**config.mk**
```make
export PLATFORM = sky130hd
export DESIGN_NAME = exec_core
export DESIGN_NICKNAME = d
export VERILOG_FILES = /design/src/hdl/exec_pkg.sv /design/src/hdl/rf_if.sv /design/src/hdl/regfile_mem.sv /design/src/hdl/exec_core.sv
export SDC_FILE = /design/constraint.sdc
export NUM_CORES = 2
export LEC_CHECK = 0
export BUFFER_PORTS_ARGS = -buffer_cell sky130_fd_sc_hd__buf_2
export CAP_MARGIN = 25
export CELL_PAD_IN_SITES_DETAIL_PLACEMENT = 1
export CELL_PAD_IN_SITES_GLOBAL_PLACEMENT = 1
export CORE_UTILIZATION = 30
export CTS_BUF_LIST = sky130_fd_sc_hd__clkbuf_8
export DETAILED_ROUTE_END_ITERATION = 7
export GPL_TIMING_DRIVEN = 0
export PLACE_DENSITY_LB_ADDON = 0.3
export SKIP_LAST_GASP = 1
export SYNTH_ARGS = -nofsm -noshare
export SYNTH_HDL_FRONTEND = slang
export SYNTH_SLANG_ARGS = --single-unit
```
**constraint.sdc**
```tcl
create_clock -name pclk -period 7.3 [get_ports pclk]
set_clock_uncertainty 0.1 [all_clocks]
set_input_delay 1.095 -clock pclk [delete_from_list [all_inputs] [get_ports pclk]]
set_output_delay 1.095 -clock pclk [all_outputs]
set_load 0.01 [all_outputs]
```
**src/hdl/exec_pkg.sv**
```systemverilog
// Shared constants and types for the block, swap and trap execution unit
package exec_pkg;
  // Register map, byte addresses on the 32-bit bus
  localparam logic [7:0]  OFS_INSTR    = 8'h00;
  localparam logic [7:0]  OFS_STATUS   = 8'h04;
  localparam logic [7:0]  OFS_SAVED    = 8'h08;
  localparam logic [7:0]  OFS_PC       = 8'h0c;
  localparam logic [7:0]  OFS_REG_IDX  = 8'h10;
  localparam logic [7:0]  OFS_REG_DATA = 8'h14;
  localparam logic [7:0]  OFS_STAT     = 8'h18;
  localparam int          STAT_BUSY    = 0;
  localparam int          STAT_ABORT   = 1;
  // Register file: 16 visible plus banked supervisor sp/link
  localparam int          RF_AW        = 5;
  localparam logic [4:0]  PHYS_SVC_SP  = 5'h10;
  localparam logic [4:0]  PHYS_SVC_LR  = 5'h11;
  localparam logic [3:0]  IDX_SP       = 4'hd;
  localparam logic [3:0]  IDX_LR       = 4'he;
  localparam logic [3:0]  IDX_PC       = 4'hf;
  // Instruction fields
  localparam int          COND_LSB     = 28;
  localparam int          BIT_P        = 24;
  localparam int          BIT_U        = 23;
  localparam int          BIT_S        = 22;
  localparam int          BIT_B        = 22;
  localparam int          BIT_W        = 21;
  localparam int          BIT_L        = 20;
  localparam logic [2:0]  BLK_CODE     = 3'h4;
  localparam logic [3:0]  TRAP_CODE    = 4'hf;
  localparam logic [4:0]  SWP_HI       = 5'h02;
  localparam logic [7:0]  SWP_MID      = 8'h09;
  localparam logic [7:0]  RET_OPC      = 8'h1b;
  localparam logic [11:0] RET_OPND     = 12'h00e;
  // Modes, vectors, offsets, reset values
  localparam logic [4:0]  MODE_SVC     = 5'h13;
  localparam logic [4:0]  MODE_ABT     = 5'h17;
  localparam logic [31:0] TRAP_VECTOR  = 32'h0000_0008;
  localparam logic [31:0] DABT_VECTOR  = 32'h0000_0010;
  localparam logic [31:0] WORD_STEP    = 32'h0000_0004;
  localparam logic [31:0] STORE_PC_OFS = 32'h0000_000c;
  localparam logic [31:0] STATUS_RST   = 32'h0000_0013;

  typedef enum logic [7:0] {
    S_IDLE   = 8'h01,
    S_FETCH  = 8'h02,
    S_DATA   = 8'h04,
    S_SWRD   = 8'h08,
    S_SWWR   = 8'h10,
    S_INTL   = 8'h20,
    S_REFIL1 = 8'h40,
    S_REFIL2 = 8'h80
  } state_e;
endpackage : exec_pkg

```
**src/hdl/rf_if.sv**
```systemverilog
`timescale 1ns/1ps
// Register file access bundle between execution unit and storage
interface rf_if;
  import exec_pkg::*;
  logic [RF_AW-1:0] ra_addr;
  logic [RF_AW-1:0] rb_addr;
  logic [31:0]      rd_a;
  logic [31:0]      rd_b;
  logic             we;
  logic [RF_AW-1:0] wa;
  logic [31:0]      wd;
  modport ctrl (output ra_addr, rb_addr, we, wa, wd, input rd_a, rd_b);
  modport mem  (input ra_addr, rb_addr, we, wa, wd, output rd_a, rd_b);
endinterface : rf_if

```
**src/hdl/regfile_mem.sv**
```systemverilog
`timescale 1ns/1ps
// Two read, one write register storage with registered read data
module regfile_mem #(
  parameter int AW = 5
) (
  // Clock and reset
  input wire logic pclk,
  input wire logic presetn,
  // Access bundle
  rf_if.mem        port
);
  logic [31:0] mem_q [2**AW];
  logic [31:0] rd_a_r;
  logic [31:0] rd_b_r;

  always_ff @(posedge pclk) begin
    if (port.we) begin
      mem_q[port.wa] <= port.wd;
    end
  end

  // Reads see the old word on a same-cycle write
  always_ff @(posedge pclk or negedge presetn) begin
    if (!presetn) begin
      rd_a_r <= 32'h0;
      rd_b_r <= 32'h0;
    end else begin
      rd_a_r <= mem_q[port.ra_addr];
      rd_b_r <= mem_q[port.rb_addr];
    end
  end

  assign port.rd_a = rd_a_r;
  assign port.rd_b = rd_b_r;
endmodule : regfile_mem

```
**src/hdl/exec_core.sv**
```systemverilog
`timescale 1ns/1ps
// Execution unit for block transfers, locked swap and software trap
// How it works
// - Load-multiple abort stops register writes from the aborting load on
// - Program counter loaded last, only after all loads completed without abort
// - Aborted load-multiple restores base: original, or written-back value with write-back
// - Aborted load-multiple finishes its cycles, then enters data abort trap
// - Block: one fetch, n data, one internal; program counter load adds two fetches
// - Base written back only when write-back bit is one
// - Privilege bit: status restored with pc load, else user bank used
// - Load bit, pre/post bit and up/down bit decoded as direction and addressing
// - Stack mode names share the plain bit settings, same address sequences
// - Swap read and write are back to back and flagged locked
// - Swap reads base address, writes source, loads old value into destination
// - Byte bit selects byte swap, else word, lanes as single transfers
// - Abort on swap read or write enters data abort trap
// - Swap: one fetch, one read, one write, one internal cycle
// - Trap enters supervisor, saves status, jumps to fixed vector
// - Trap decoded from bits 27..24 all ones, comment field ignored
// - Supervisor link register gets address of following word
// - Trap takes three fetch cycles
// - Condition false makes the instruction a no-op
// - Status-setting move of link to pc returns and restores status
// - Sixteen bit list, bit k selects register k
// - Write-back lands at end of second instruction cycle
module exec_core #(
  parameter logic BIG_ENDIAN = 1'b0
) (
  // Clock and reset
  input  wire logic        pclk,
  input  wire logic        presetn,
  // APB slave
  input  wire logic        psel,
  input  wire logic        penable,
  input  wire logic        pwrite,
  input  wire logic [7:0]  paddr,
  input  wire logic [31:0] pwdata,
  output logic      [31:0] prdata,
  output logic             pready,
  output logic             pslverr,
  // Memory system
  input  wire logic [31:0] mem_rdata,
  input  wire logic        mem_abort,
  output logic             mem_req,
  output logic             mem_we,
  output logic             mem_byte,
  output logic             mem_lock,
  output logic      [31:0] mem_addr,
  output logic      [31:0] mem_wdata,
  // Cycle kind
  output logic             fetch_cyc,
  output logic             internal_cyc
);
  import exec_pkg::*;

  rf_if rf ();
  regfile_mem #(.AW(RF_AW)) u_rf (.pclk(pclk), .presetn(presetn), .port(rf));

  function automatic logic [3:0] lowest(input logic [15:0] m);
    logic [3:0] r;
    r = 4'h0;
    for (int i = 15; i >= 0; i--) begin
      if (m[i]) r = 4'(i);
    end
    return r;
  endfunction : lowest

  function automatic logic [4:0] count(input logic [15:0] m);
    logic [4:0] r;
    r = 5'h0;
    for (int i = 0; i < 16; i++) begin
      r = r + {4'h0, m[i]};
    end
    return r;
  endfunction : count

  // Banked sp/link only when in supervisor and user bank not forced
  function automatic logic [4:0] phys(input logic [3:0] k, input logic usr, input logic [4:0] md);
    logic [4:0] r;
    r = {1'b0, k};
    if (!usr && md == MODE_SVC && k == IDX_SP) r = PHYS_SVC_SP;
    if (!usr && md == MODE_SVC && k == IDX_LR) r = PHYS_SVC_LR;
    return r;
  endfunction : phys

  function automatic logic cond_true(input logic [3:0] c, input logic [3:0] f);
    logic n, z, cy, v;
    n  = f[3];
    z  = f[2];
    cy = f[1];
    v  = f[0];
    case (c)
      4'h0:    return z;
      4'h1:    return !z;
      4'h2:    return cy;
      4'h3:    return !cy;
      4'h4:    return n;
      4'h5:    return !n;
      4'h6:    return v;
      4'h7:    return !v;
      4'h8:    return cy && !z;
      4'h9:    return !cy || z;
      4'ha:    return n == v;
      4'hb:    return n != v;
      4'hc:    return !z && (n == v);
      4'hd:    return z || (n != v);
      4'he:    return 1'b1;
      default: return 1'b0;
    endcase
  endfunction : cond_true

  state_e      state_r, state_nxt;
  logic [31:0] instr_r, status_r, saved_r, pc_r;
  logic [31:0] orig_base_r, wb_base_r, ld_data_r, pc_new_r, sw_data_r;
  logic [15:0] rd_mask_r, xfer_mask_r;
  logic [4:0]  reg_idx_r;
  logic [3:0]  ld_idx_r;
  logic        cond_ok_r, first_r, aborted_r, ld_pend_r, pc_ld_r, rb15_r, abt_flag_r, rd_wait_r;
  logic        pready_r, pslverr_r, mem_req_r, mem_we_r, mem_byte_r, mem_lock_r, fetch_r, int_r;
  logic [31:0] prdata_r, mem_addr_r, mem_wdata_r;

  // Decode of the running instruction
  logic is_blk, is_swp, is_trap, is_ret, usr_f, bit_l, bit_w, finishing, last_xfer;
  logic [3:0]  cur;
  logic [4:0]  nwords;
  logic [31:0] span, first_addr, wb_val;
  assign is_blk  = instr_r[27:25] == BLK_CODE;
  assign is_swp  = instr_r[27:23] == SWP_HI && instr_r[21:20] == 2'b00 && instr_r[11:4] == SWP_MID;
  assign is_trap = instr_r[27:24] == TRAP_CODE;
  assign is_ret  = instr_r[27:20] == RET_OPC && instr_r[15:12] == IDX_PC && instr_r[11:0] == RET_OPND;
  assign bit_l   = instr_r[BIT_L];
  assign bit_w   = instr_r[BIT_W];
  assign usr_f   = is_blk && instr_r[BIT_S] && !(bit_l && instr_r[IDX_PC]);
  assign cur     = lowest(xfer_mask_r);
  assign last_xfer = (xfer_mask_r & ~(16'h1 << cur)) == 16'h0;
  assign nwords  = count(instr_r[15:0]);
  assign span    = {25'h0, nwords, 2'b00};
  // lowest register always at lowest address
  assign first_addr = instr_r[BIT_U] ? rf.rd_a + (instr_r[BIT_P] ? WORD_STEP : 32'h0)
                                     : rf.rd_a - span + (instr_r[BIT_P] ? 32'h0 : WORD_STEP);
  assign wb_val  = instr_r[BIT_U] ? rf.rd_a + span : rf.rd_a - span;
  assign finishing = state_r != S_IDLE && state_nxt == S_IDLE;

  // Bus decode; mapped accesses wait while an instruction runs, except status reads
  logic map_hit, apb_wr, start, pw_usr;
  logic [31:0] rdval;
  assign map_hit = paddr inside {OFS_INSTR, OFS_STATUS, OFS_SAVED, OFS_PC, OFS_REG_IDX, OFS_REG_DATA, OFS_STAT};
  assign apb_wr  = psel && penable && pwrite && pready_r && !pslverr_r;
  assign start   = apb_wr && paddr == OFS_INSTR;
  assign pw_usr  = pwdata[27:25] == BLK_CODE && pwdata[BIT_S] && !(pwdata[BIT_L] && pwdata[IDX_PC]);

  always_comb begin
    case (paddr)
      OFS_INSTR:    rdval = instr_r;
      OFS_STATUS:   rdval = status_r;
      OFS_SAVED:    rdval = saved_r;
      OFS_PC:       rdval = pc_r;
      OFS_REG_IDX:  rdval = {27'h0, reg_idx_r};
      OFS_REG_DATA: rdval = rf.rd_a;
      OFS_STAT:     rdval = {30'h0, abt_flag_r, state_r != S_IDLE};
      default:      rdval = 32'h0;
    endcase
  end

  always_ff @(posedge pclk or negedge presetn) begin
    if (!presetn) begin
      pready_r  <= 1'b0;
      pslverr_r <= 1'b0;
      prdata_r  <= 32'h0;
      rd_wait_r <= 1'b0;
    end else begin
      pready_r  <= 1'b0;
      pslverr_r <= 1'b0;
      if (psel && penable && !pready_r) begin
        if (!map_hit) begin
          pready_r  <= 1'b1;
          pslverr_r <= 1'b1;
          prdata_r  <= 32'h0;
        end else if (state_r == S_IDLE || (!pwrite && paddr == OFS_STAT)) begin
          // Register file read needs one extra cycle for its registered port
          if (!pwrite && paddr == OFS_REG_DATA && !rd_wait_r) begin
            rd_wait_r <= 1'b1;
          end else begin
            rd_wait_r <= 1'b0;
            pready_r  <= 1'b1;
            prdata_r  <= pwrite ? 32'h0 : rdval;
          end
        end
      end
    end
  end

  // Register file ports
  always_comb begin
    rf.ra_addr = reg_idx_r;
    rf.rb_addr = {1'b0, lowest(rd_mask_r)};
    if (start) begin
      rf.ra_addr = (pwdata[27:20] == RET_OPC) ? phys(IDX_LR, 1'b0, status_r[4:0])
                                              : phys(pwdata[19:16], 1'b0, status_r[4:0]);
      rf.rb_addr = (pwdata[27:23] == SWP_HI) ? {1'b0, pwdata[3:0]}
                                             : phys(lowest(pwdata[15:0]), pw_usr, status_r[4:0]);
    end else if (state_r != S_IDLE) begin
      rf.rb_addr = phys(lowest(rd_mask_r), usr_f, status_r[4:0]);
    end
  end

  always_comb begin
    rf.we = 1'b0;
    rf.wa = {RF_AW{1'b0}};
    rf.wd = 32'h0;
    if (apb_wr && paddr == OFS_REG_DATA) begin
      rf.we = 1'b1;
      rf.wa = reg_idx_r;
      rf.wd = pwdata;
    end else if (state_r == S_FETCH && is_trap && cond_ok_r) begin
      rf.we = 1'b1;
      rf.wa = PHYS_SVC_LR;
      rf.wd = pc_r + WORD_STEP;
    end else if (state_r == S_DATA && first_r && bit_w) begin
      rf.we = 1'b1;
      rf.wa = phys(instr_r[19:16], 1'b0, status_r[4:0]);
      rf.wd = wb_base_r;
    end else if (ld_pend_r) begin
      rf.we = 1'b1;
      rf.wa = phys(ld_idx_r, usr_f, status_r[4:0]);
      rf.wd = ld_data_r;
    end else if (state_r == S_INTL && aborted_r && is_blk && bit_l) begin
      rf.we = 1'b1;
      rf.wa = phys(instr_r[19:16], 1'b0, status_r[4:0]);
      rf.wd = bit_w ? wb_base_r : orig_base_r;
    end else if (state_r == S_INTL && is_swp && !aborted_r) begin
      rf.we = 1'b1;
      rf.wa = phys(instr_r[15:12], 1'b0, status_r[4:0]);
      rf.wd = sw_data_r;
    end
  end

  // Sequencer
  always_comb begin
    state_nxt = state_r;
    case (state_r)
      S_IDLE:   if (start) state_nxt = S_FETCH;
      S_FETCH: begin
        if (!cond_ok_r) state_nxt = S_IDLE;
        else if (is_blk) state_nxt = S_DATA;
        else if (is_swp) state_nxt = S_SWRD;
        else if (is_trap || is_ret) state_nxt = S_REFIL1;
        else state_nxt = S_IDLE;
      end
      S_DATA:   if (last_xfer) state_nxt = S_INTL;
      S_SWRD:   state_nxt = S_SWWR;
      S_SWWR:   state_nxt = S_INTL;
      // trap only after the internal cycle
      S_INTL:   state_nxt = (!aborted_r && is_blk && bit_l && instr_r[IDX_PC]) ? S_REFIL1 : S_IDLE;
      S_REFIL1: state_nxt = S_REFIL2;
      S_REFIL2: state_nxt = S_IDLE;
      default:  state_nxt = S_IDLE;
    endcase
  end

  always_ff @(posedge pclk or negedge presetn) begin
    if (!presetn) state_r <= S_IDLE;
    else state_r <= state_nxt;
  end

  // Per-instruction bookkeeping
  always_ff @(posedge pclk or negedge presetn) begin
    if (!presetn) begin
      instr_r     <= 32'h0;
      cond_ok_r   <= 1'b0;
      rd_mask_r   <= 16'h0;
      xfer_mask_r <= 16'h0;
      rb15_r      <= 1'b0;
      first_r     <= 1'b0;
      aborted_r   <= 1'b0;
      orig_base_r <= 32'h0;
      wb_base_r   <= 32'h0;
      ld_pend_r   <= 1'b0;
      ld_idx_r    <= 4'h0;
      ld_data_r   <= 32'h0;
      pc_ld_r     <= 1'b0;
      pc_new_r    <= 32'h0;
      sw_data_r   <= 32'h0;
    end else begin
      ld_pend_r <= 1'b0;
      if (start) begin
        instr_r     <= pwdata;
        cond_ok_r   <= cond_true(pwdata[31:28], status_r[31:28]);
        xfer_mask_r <= pwdata[15:0];
        rd_mask_r   <= pwdata[15:0] & ~(16'h1 << lowest(pwdata[15:0]));
        rb15_r      <= lowest(pwdata[15:0]) == IDX_PC;
        aborted_r   <= 1'b0;
        pc_ld_r     <= 1'b0;
      end
      if (state_r == S_FETCH || state_r == S_DATA) begin
        rd_mask_r <= rd_mask_r & ~(16'h1 << lowest(rd_mask_r));
        rb15_r    <= rd_mask_r != 16'h0 && lowest(rd_mask_r) == IDX_PC;
      end
      if (state_r == S_FETCH) begin
        orig_base_r <= rf.rd_a;
        wb_base_r   <= wb_val;
        first_r     <= 1'b1;
      end
      if (state_r == S_DATA) begin
        first_r     <= 1'b0;
        xfer_mask_r <= xfer_mask_r & ~(16'h1 << cur);
        if (mem_abort) begin
          aborted_r <= 1'b1;
        end else if (bit_l && !aborted_r) begin
          if (cur == IDX_PC) begin
            pc_ld_r  <= 1'b1;
            pc_new_r <= mem_rdata;
          end else begin
            ld_pend_r <= 1'b1;
            ld_idx_r  <= cur;
            ld_data_r <= mem_rdata;
          end
        end
      end
      if (state_r == S_SWRD || state_r == S_SWWR) begin
        if (mem_abort) aborted_r <= 1'b1;
      end
      if (state_r == S_SWRD) begin
        // byte lane follows address and endian setting
        sw_data_r <= mem_byte_r ? {24'h0, 8'(mem_rdata >> {mem_addr_r[1:0] ^ {2{BIG_ENDIAN}}, 3'b000})}
                                : mem_rdata;
      end
    end
  end

  // Memory side outputs, set for the cycle about to start
  always_ff @(posedge pclk or negedge presetn) begin
    if (!presetn) begin
      mem_req_r   <= 1'b0;
      mem_we_r    <= 1'b0;
      mem_byte_r  <= 1'b0;
      mem_lock_r  <= 1'b0;
      mem_addr_r  <= 32'h0;
      mem_wdata_r <= 32'h0;
      fetch_r     <= 1'b0;
      int_r       <= 1'b0;
    end else begin
      fetch_r    <= state_nxt inside {S_FETCH, S_REFIL1, S_REFIL2};
      int_r      <= state_nxt == S_INTL;
      mem_req_r  <= state_nxt inside {S_DATA, S_SWRD, S_SWWR};
      mem_we_r   <= (state_nxt == S_DATA && !bit_l) || state_nxt == S_SWWR;
      mem_lock_r <= state_nxt inside {S_SWRD, S_SWWR};
      mem_byte_r <= state_nxt inside {S_SWRD, S_SWWR} && instr_r[BIT_B];
      if (state_r == S_FETCH) mem_addr_r <= is_swp ? rf.rd_a : first_addr;
      else if (state_r == S_DATA) mem_addr_r <= mem_addr_r + WORD_STEP;
      if (state_r == S_FETCH && is_swp) begin
        mem_wdata_r <= instr_r[BIT_B] ? {4{rf.rd_b[7:0]}} : rf.rd_b;
      end else if (is_blk && (state_r == S_FETCH || state_r == S_DATA)) begin
        mem_wdata_r <= rb15_r ? pc_r + STORE_PC_OFS : rf.rd_b;
      end
    end
  end

  // Architectural state: pc, status, saved status, abort flag
  always_ff @(posedge pclk or negedge presetn) begin
    if (!presetn) begin
      pc_r       <= 32'h0;
      status_r   <= STATUS_RST;
      saved_r    <= 32'h0;
      reg_idx_r  <= 5'h0;
      abt_flag_r <= 1'b0;
    end else begin
      if (apb_wr) begin
        case (paddr)
          OFS_STATUS:  status_r  <= pwdata;
          OFS_SAVED:   saved_r   <= pwdata;
          OFS_PC:      pc_r      <= pwdata;
          OFS_REG_IDX: reg_idx_r <= pwdata[4:0];
          OFS_STAT:    if (pwdata[STAT_ABORT]) abt_flag_r <= 1'b0;
          default:     ;
        endcase
      end
      if (finishing) begin
        if (aborted_r) begin
          abt_flag_r     <= 1'b1;
          saved_r        <= status_r;
          status_r[4:0]  <= MODE_ABT;
          pc_r           <= DABT_VECTOR;
        end else if (cond_ok_r && is_trap) begin
          saved_r        <= status_r;
          status_r[4:0]  <= MODE_SVC;
          pc_r           <= TRAP_VECTOR;
        end else if (cond_ok_r && is_ret) begin
          pc_r           <= orig_base_r;
          status_r       <= saved_r;
        end else if (pc_ld_r) begin
          pc_r           <= pc_new_r;
          if (instr_r[BIT_S]) status_r <= saved_r;
        end else begin
          pc_r           <= pc_r + WORD_STEP;
        end
      end
    end
  end

  assign prdata       = prdata_r;
  assign pready       = pready_r;
  assign pslverr      = pslverr_r;
  assign mem_req      = mem_req_r;
  assign mem_we       = mem_we_r;
  assign mem_byte     = mem_byte_r;
  assign mem_lock     = mem_lock_r;
  assign mem_addr     = mem_addr_r;
  assign mem_wdata    = mem_wdata_r;
  assign fetch_cyc    = fetch_r;
  assign internal_cyc = int_r;
endmodule : exec_core

```
### Word level (Yosys, flattened, before mapping)

Memory sizes are Yosys's and may differ from the RTL's. A register that Yosys moved wholly into a read port is not among the register bits.
Index checks and enable logic that the tools add are counted.

* memory bits (writable): 1024
* bits of input ports: 78
* memories kept: 1
* word-level logic and storage cells: 408
* register bits: 449
* output and inout port bits: 104

Memory list
* u_rf.mem_q: depth 32, width 32, read ports 2, clocked after Yosys merged registers in 2, wr ports 1, line regfile_mem.sv:12 `logic [31:0] mem_q [2**AW];`

* equal/unequal tests: 66
* bitwise operators: 8
* reductions and logical operators: 101
* mux-type cells: 173
* add/subtract/negate cells: 22
* shift-type cells: 4

Operator list (number)
* $mux W32: 39
* $pmux W32 S7: 1
* $mux W4: 52
* $mux W5: 26
* $eq A4 B4 Y1 const B: 24
* $add A32 B3 Y32: 2
* $add A32 B3 Y32 const B: 2
* $mux W16: 4
* $logic_and A1 B1 Y1: 57
* $eq A8 B5 Y1 const B: 7
* $pmux W8 S7: 1
* $add A5 B1 Y5: 11
* $mux W27: 2
* $and A16 B16 Y16: 3
* $not A16 Y16: 3
* $shl A1 B4 Y16 const A: 3
* $eq A8 B4 Y1 const B: 5
* $mux W1: 38
* $mux W7: 5
* $add A32 B4 Y32 const B: 1
* $add A32 B7 Y32: 1
* $shr A32 B5 Y8: 1
* $sub A32 B7 Y32: 1
* $eq A8 B3 Y1 const B: 3
* 38 further kinds: 82

### Depth between registers and ports, before layout

* depth after elaboration: 26
* depth in mapped cells: 25
* gate-level depth less buffers: 22

### Hierarchy

From an unflattened synthesis, not the netlist that was laid out.

* cells, all modules: 6889
* area total of the unflattened synthesis: 79351.1 um^2

Modules (own cells, without submodules)
* regfile_mem: cells an instance 3450, seq. area each 32351.0 um^2, times used 1, area each 50359.5 um^2
* exec_core: cells an instance 3439, seq. area each 11190.7 um^2, times used 1, area each 28991.6 um^2

### Worst setup path after synthesis

OpenSTA, ideal clock, no wires.

* path kind: reg2reg
* from: reg instr_r[13]
* to: reg mem_addr_r[25] (netlist: mem_addr[25])
* path slack: 0.772 ns
* required time: 7.075 ns
* arrival: 6.303 ns
* cell stages (with the launch flop): 22
* setup time: 0.125 ns
* clock period less this slack: 6.528 ns
* path through: dfrtp_1 fa_1 fa_1 inv_1 fa_1 fa_1 inv_1 ha_1 fa_1 a21o_1 and2_1 ha_1 nor3_1 and2_1 or4_1 a221oi_1 o211ai_1 nor3_1 a21boi_0 o32a_1 xnor2_1 mux2_2

* longest elaborated chain between the ends: 8

RTL lines
* start: declaration: line exec_core.sv:113 `logic [31:0] instr_r, status_r, saved_r, pc_r;`
* start signal: assignment: line exec_core.sv:287 `instr_r <= pwdata;`
* $add A5 B1 Y5 (3 in a row): line exec_core.sv:72 `r = r + {4'h0, m[i]};`
* $sub A32 B7 Y32: line exec_core.sv:140 `: rf.rd_a - span + (instr_r[BIT_P] ? 32'h0 : WORD_STEP);`
* $add A32 B3 Y32: line exec_core.sv:140
* $mux W32: line exec_core.sv:139 `assign first_addr = instr_r[BIT_U] ? rf.rd_a + (instr_r[BIT_P] ? WORD_STEP : 32'h0)`
* $mux W32 (2 in a row): line exec_core.sv:349 `if (state_r == S_FETCH) mem_addr_r <= is_swp ? rf.rd_a : first_addr;`
* end signal: assignment: line exec_core.sv:349
* end signal: assignment: line exec_core.sv:350 `else if (state_r == S_DATA) mem_addr_r <= mem_addr_r + WORD_STEP;`
* end: declaration: line exec_core.sv:120 `logic [31:0] prdata_r, mem_addr_r, mem_wdata_r;`

Every way passes these cells.
A chain may end at the register's enable or synchronous reset.

### Worst setup path after layout

* from: reg instr_r[0]
* to: reg mem_addr_r[29] (netlist: mem_addr[29])

* longest elaborated chain between the ends: 20

RTL lines (line)
* $add A1 B1 Y2: exec_core.sv:72
* $add A2 B1 Y3: exec_core.sv:72
* $add A3 B1 Y4: exec_core.sv:72
* $add A4 B1 Y5: exec_core.sv:72
* $add A5 B1 Y5 (11 in a row): exec_core.sv:72
* $sub A32 B7 Y32: exec_core.sv:140
* $add A32 B3 Y32: exec_core.sv:140
* $mux W32: exec_core.sv:139
* $mux W32 (2 in a row): exec_core.sv:349

Every way passes these cells.

==> results.json <==
{
  "grt_pass1_vias": 60000,
  "startpoint_type": "flop",
  "drv_slew": 0,
  "nNetsFinal": 6850,
  "synth_top_family_by_area": "multiplexers",
  "vias": 59300,
  "path_clk_slew_ns": 0.06,
  "final.setup.tns_ns": 0,
  "yosys.area_share.adder_pct": 0.715,
  "synth-compound-area-share_pct": 11.2,
  "clock-root-buffer": "clkbuf_8",
  "clock_sinks": 1535,
  "syn_to_final_growth_pct": 18.5,
  "ys_seq_area_share_pct": 57.6,
  "dp_slack_ns": -1.02,
  "grt_pass1_wl_um": 477000,
  "grt_max_degree": 111,
  "cts_buffers": 295,
  "drc": 0,
  "critPathBufInv": 3,
  "holdCritPathClass": "in2reg",
  "die_h_um": 504,
  "required_ns": 8.06,
  "top_register": "u_rf.mem_q",
  "core_area_um2": 250000,
  "min_period_ns": 7.19,
  "h-tree-depth": 5,
  "dpl.hpwl_um": 261000,
  "synth-warning-count": 0,
  "final_hold_viol_count": 0,
  "layout_commonest_cell": "edfxtp_1",
  "max-cap-violations": 0,
  "largest_reg_flops": 1024,
  "p_total_w": 0.0190,
  "cts_tree": "built",
  "start_util_pct": 30.3,
  "drtIter0Drc": 6497,
  "worstPathArrival_ns": 7.95,
  "pwr_density_cell_nw_per_um2": 212,
  "yosys_register_bits": 1535,
  "antenna_left": 0,
  "yosys.area_share.simple_pct": 9.37,
  "synth_cell_types": 83,
  "overflow": 0,
  "port_buffers": 164,
  "tightest_slew_ns": 1.26,
  "syn_avg_cell_area_um2": 12.3,
  "wl_per_cell_um": 33.4,
  "antenna_found_initial": 32,
  "power_leakage_nw": 32.8,
  "synth_enable_flop_cells": 1024,
  "cpPeakStageDelay_ns": 0.71,
  "final_cell_mix": "edfxtp_1, nand2_1, dfrtp_1",
  "dieArea_um2": 254000,
  "synth_nets": 6243,
  "period_share_pct": 98.5,
  "fp.dieW_um": 504,
  "cts_buffer_depth": 4,
  "crit_path_cell_trace": "fa_1 -> inv_1 -> fa_1 -> fa_1 -> fa_1 -> inv_1 -> ha_1 -> fa_2 -> inv_1 -> fa_1 -> nor2b_1 -> o21a_1 -> o21bai_2 -> nand4_1 -> or3_1 -> or3_1 -> a21boi_2 -> nand4b_1 -> a32oi_1 -> a21oi_1",
  "synth_ff_type": "edfxtp_1",
  "syn-cell-area_um2": 75600,
  "vias_per_cell": 5.77,
  "grt_usage_pct": 26.4,
  "syn-instance-count": 6129,
  "ios": 182,
  "clock_latency_ns": 1.11,
  "gp_congestion": 0.988,
  "crit_path_top_delay_cell": "fa_2",
  "synthArstFlopShare_pct": 33.3,
  "synthMuxAreaShare_pct": 16.2,
  "vdd_ir_drop_max_mv": 0.122,
  "setup_viol": 0,
  "dr.pass1.iters": 6,
  "rows": 183,
  "critical_path_class": "reg2reg",
  "cp_max_fo": 8,
  "critPathCaptureType": "flop",
  "slew_headroom_pct": 15.4,
  "status": "finished clean",
  "clock.fmax_ghz": 0.139,
  "cpMostUsedCell": "fa_1",
  "critPathTopFamily": "adder cells",
  "drive_above_1_share_pct": 19.8,
  "setup_ws_ns": 0.106,
  "synth_xor_area_share_pct": 1.86,
  "wl_um": 343000,
  "rsz0062_at_grt": "yes"
}
layout make-up:
type,instances,area (um^2)
Fill cell,27000,160000
Sequential cell,1535,43500
Multi-Input combinational cell,4005,30700
Clock buffer,316,4350
Tap cell,3330,4170
Timing Repair Buffer,311,3400
Buffer,477,1890
Clock inverter,185,1090
Inverter,111,417
Antenna cell,11,27.5
final timing paths:
kind | from | end | slack (ns) | depth (start not counted)
max | instr_r[0] | mem_addr[29] | 0.11 | 20
min | mem_rdata[14] | ld_data_r[14] | 0.21 | 2
max reg2reg | instr_r[0] | mem_addr[29] | 0.11 | 20
min reg2reg | prdata[10] | prdata[10] | 0.37 | 2
max in group asynchronous | presetn | mem_addr[22] | 5.21 | 4
min in group asynchronous | presetn | prdata[7] | 0.54 | 2
layer usage:
metal	track usage, %	vias to the layer above	part of all wire (%)
li1	-	24400	-
met1	34.2	31100	40
met2	40.9	3042	45
met3	5.06	736	8.0
met4	15.9	4	6.8
met5	0	-	0.0079
what timing repair did:
action                                  CTS  global route
pin swaps                                 2             6
buffers inserted                          6             7
endpoints found under the setup margin   23            21
resized for setup                        23            37
hold buffers                              1             0
endpoints found under the hold margin    52             0
where the power goes:
group / internal [W] / switching, W / leakage, nW
clock network: 0.00437 / 0.00392 / 3.07
logic: 0.000418 / 0.000990 / 14.4
registers: 0.00925 / 0.0000596 / 15.3
worst reg2reg max path, delay by kind of cell, from the launching register on:
kind                     cells  cell delay, ns
adder cells (fa/ha/maj)      7            3.41
AO/OA/AOI/OAI                5            1.20
buffers and inverters        3            0.22
AND/OR/NAND/NOR              5            1.67
flip-flops                   1            0.46
cell families (layout without fill, tap and decap cells):
group / Yosys count / in the layout
AO/OA/AOI/OAI: 1300 / 1300
XOR/XNOR: 161 / 161
adder cells (fa/ha/maj): 36 / 36
buffers and inverters: 589 / 1400
flip-flops: 1535 / 1535
multiplexers: 874 / 874
other: 0 / 11
AND/OR/NAND/NOR: 1634 / 1634
cell usage after synthesis, types with 39 or more instances:
library cell     n  area (um^2)
edfxtp_1      1024        30700
o22ai_1         64          400
mux2_2         245         2760
nand4_1         39          244
xnor2_1         91          797
nor4_1          39          244
nor3_1          59          295
o21ai_0        411         2060
nand2_1        876         3290
o211ai_1       102          766
a221oi_1        72          631
clkbuf_1       374         1400
buf_1           64          240
inv_1          110          413
dfrtp_1        507        12700
a211oi_1        74          556
nand3_1         76          380
mux2i_1        373         3730
nor2_1         357         1340
a22oi_1         41          308
o31ai_1         42          315
a21oi_1        223         1120
mux4_2         256         5770
xor2_1          70          613
per-stage QoR:
stage	std cells	util, %	area [um^2]	hold WS (ns)
6_report	10300	35.9	89600	0.214
5_1_grt	10300	35.9	89600	0.171
4_1_cts	10300	35.7	89100	0.145
3_5_place_dp	9743	33.5	83500	0.368
3_3_place_gp	9623	32.3	80600	0.362
2_1_floorplan	6129	-	75600	0.346
Power figures use the tool's default switching activity.
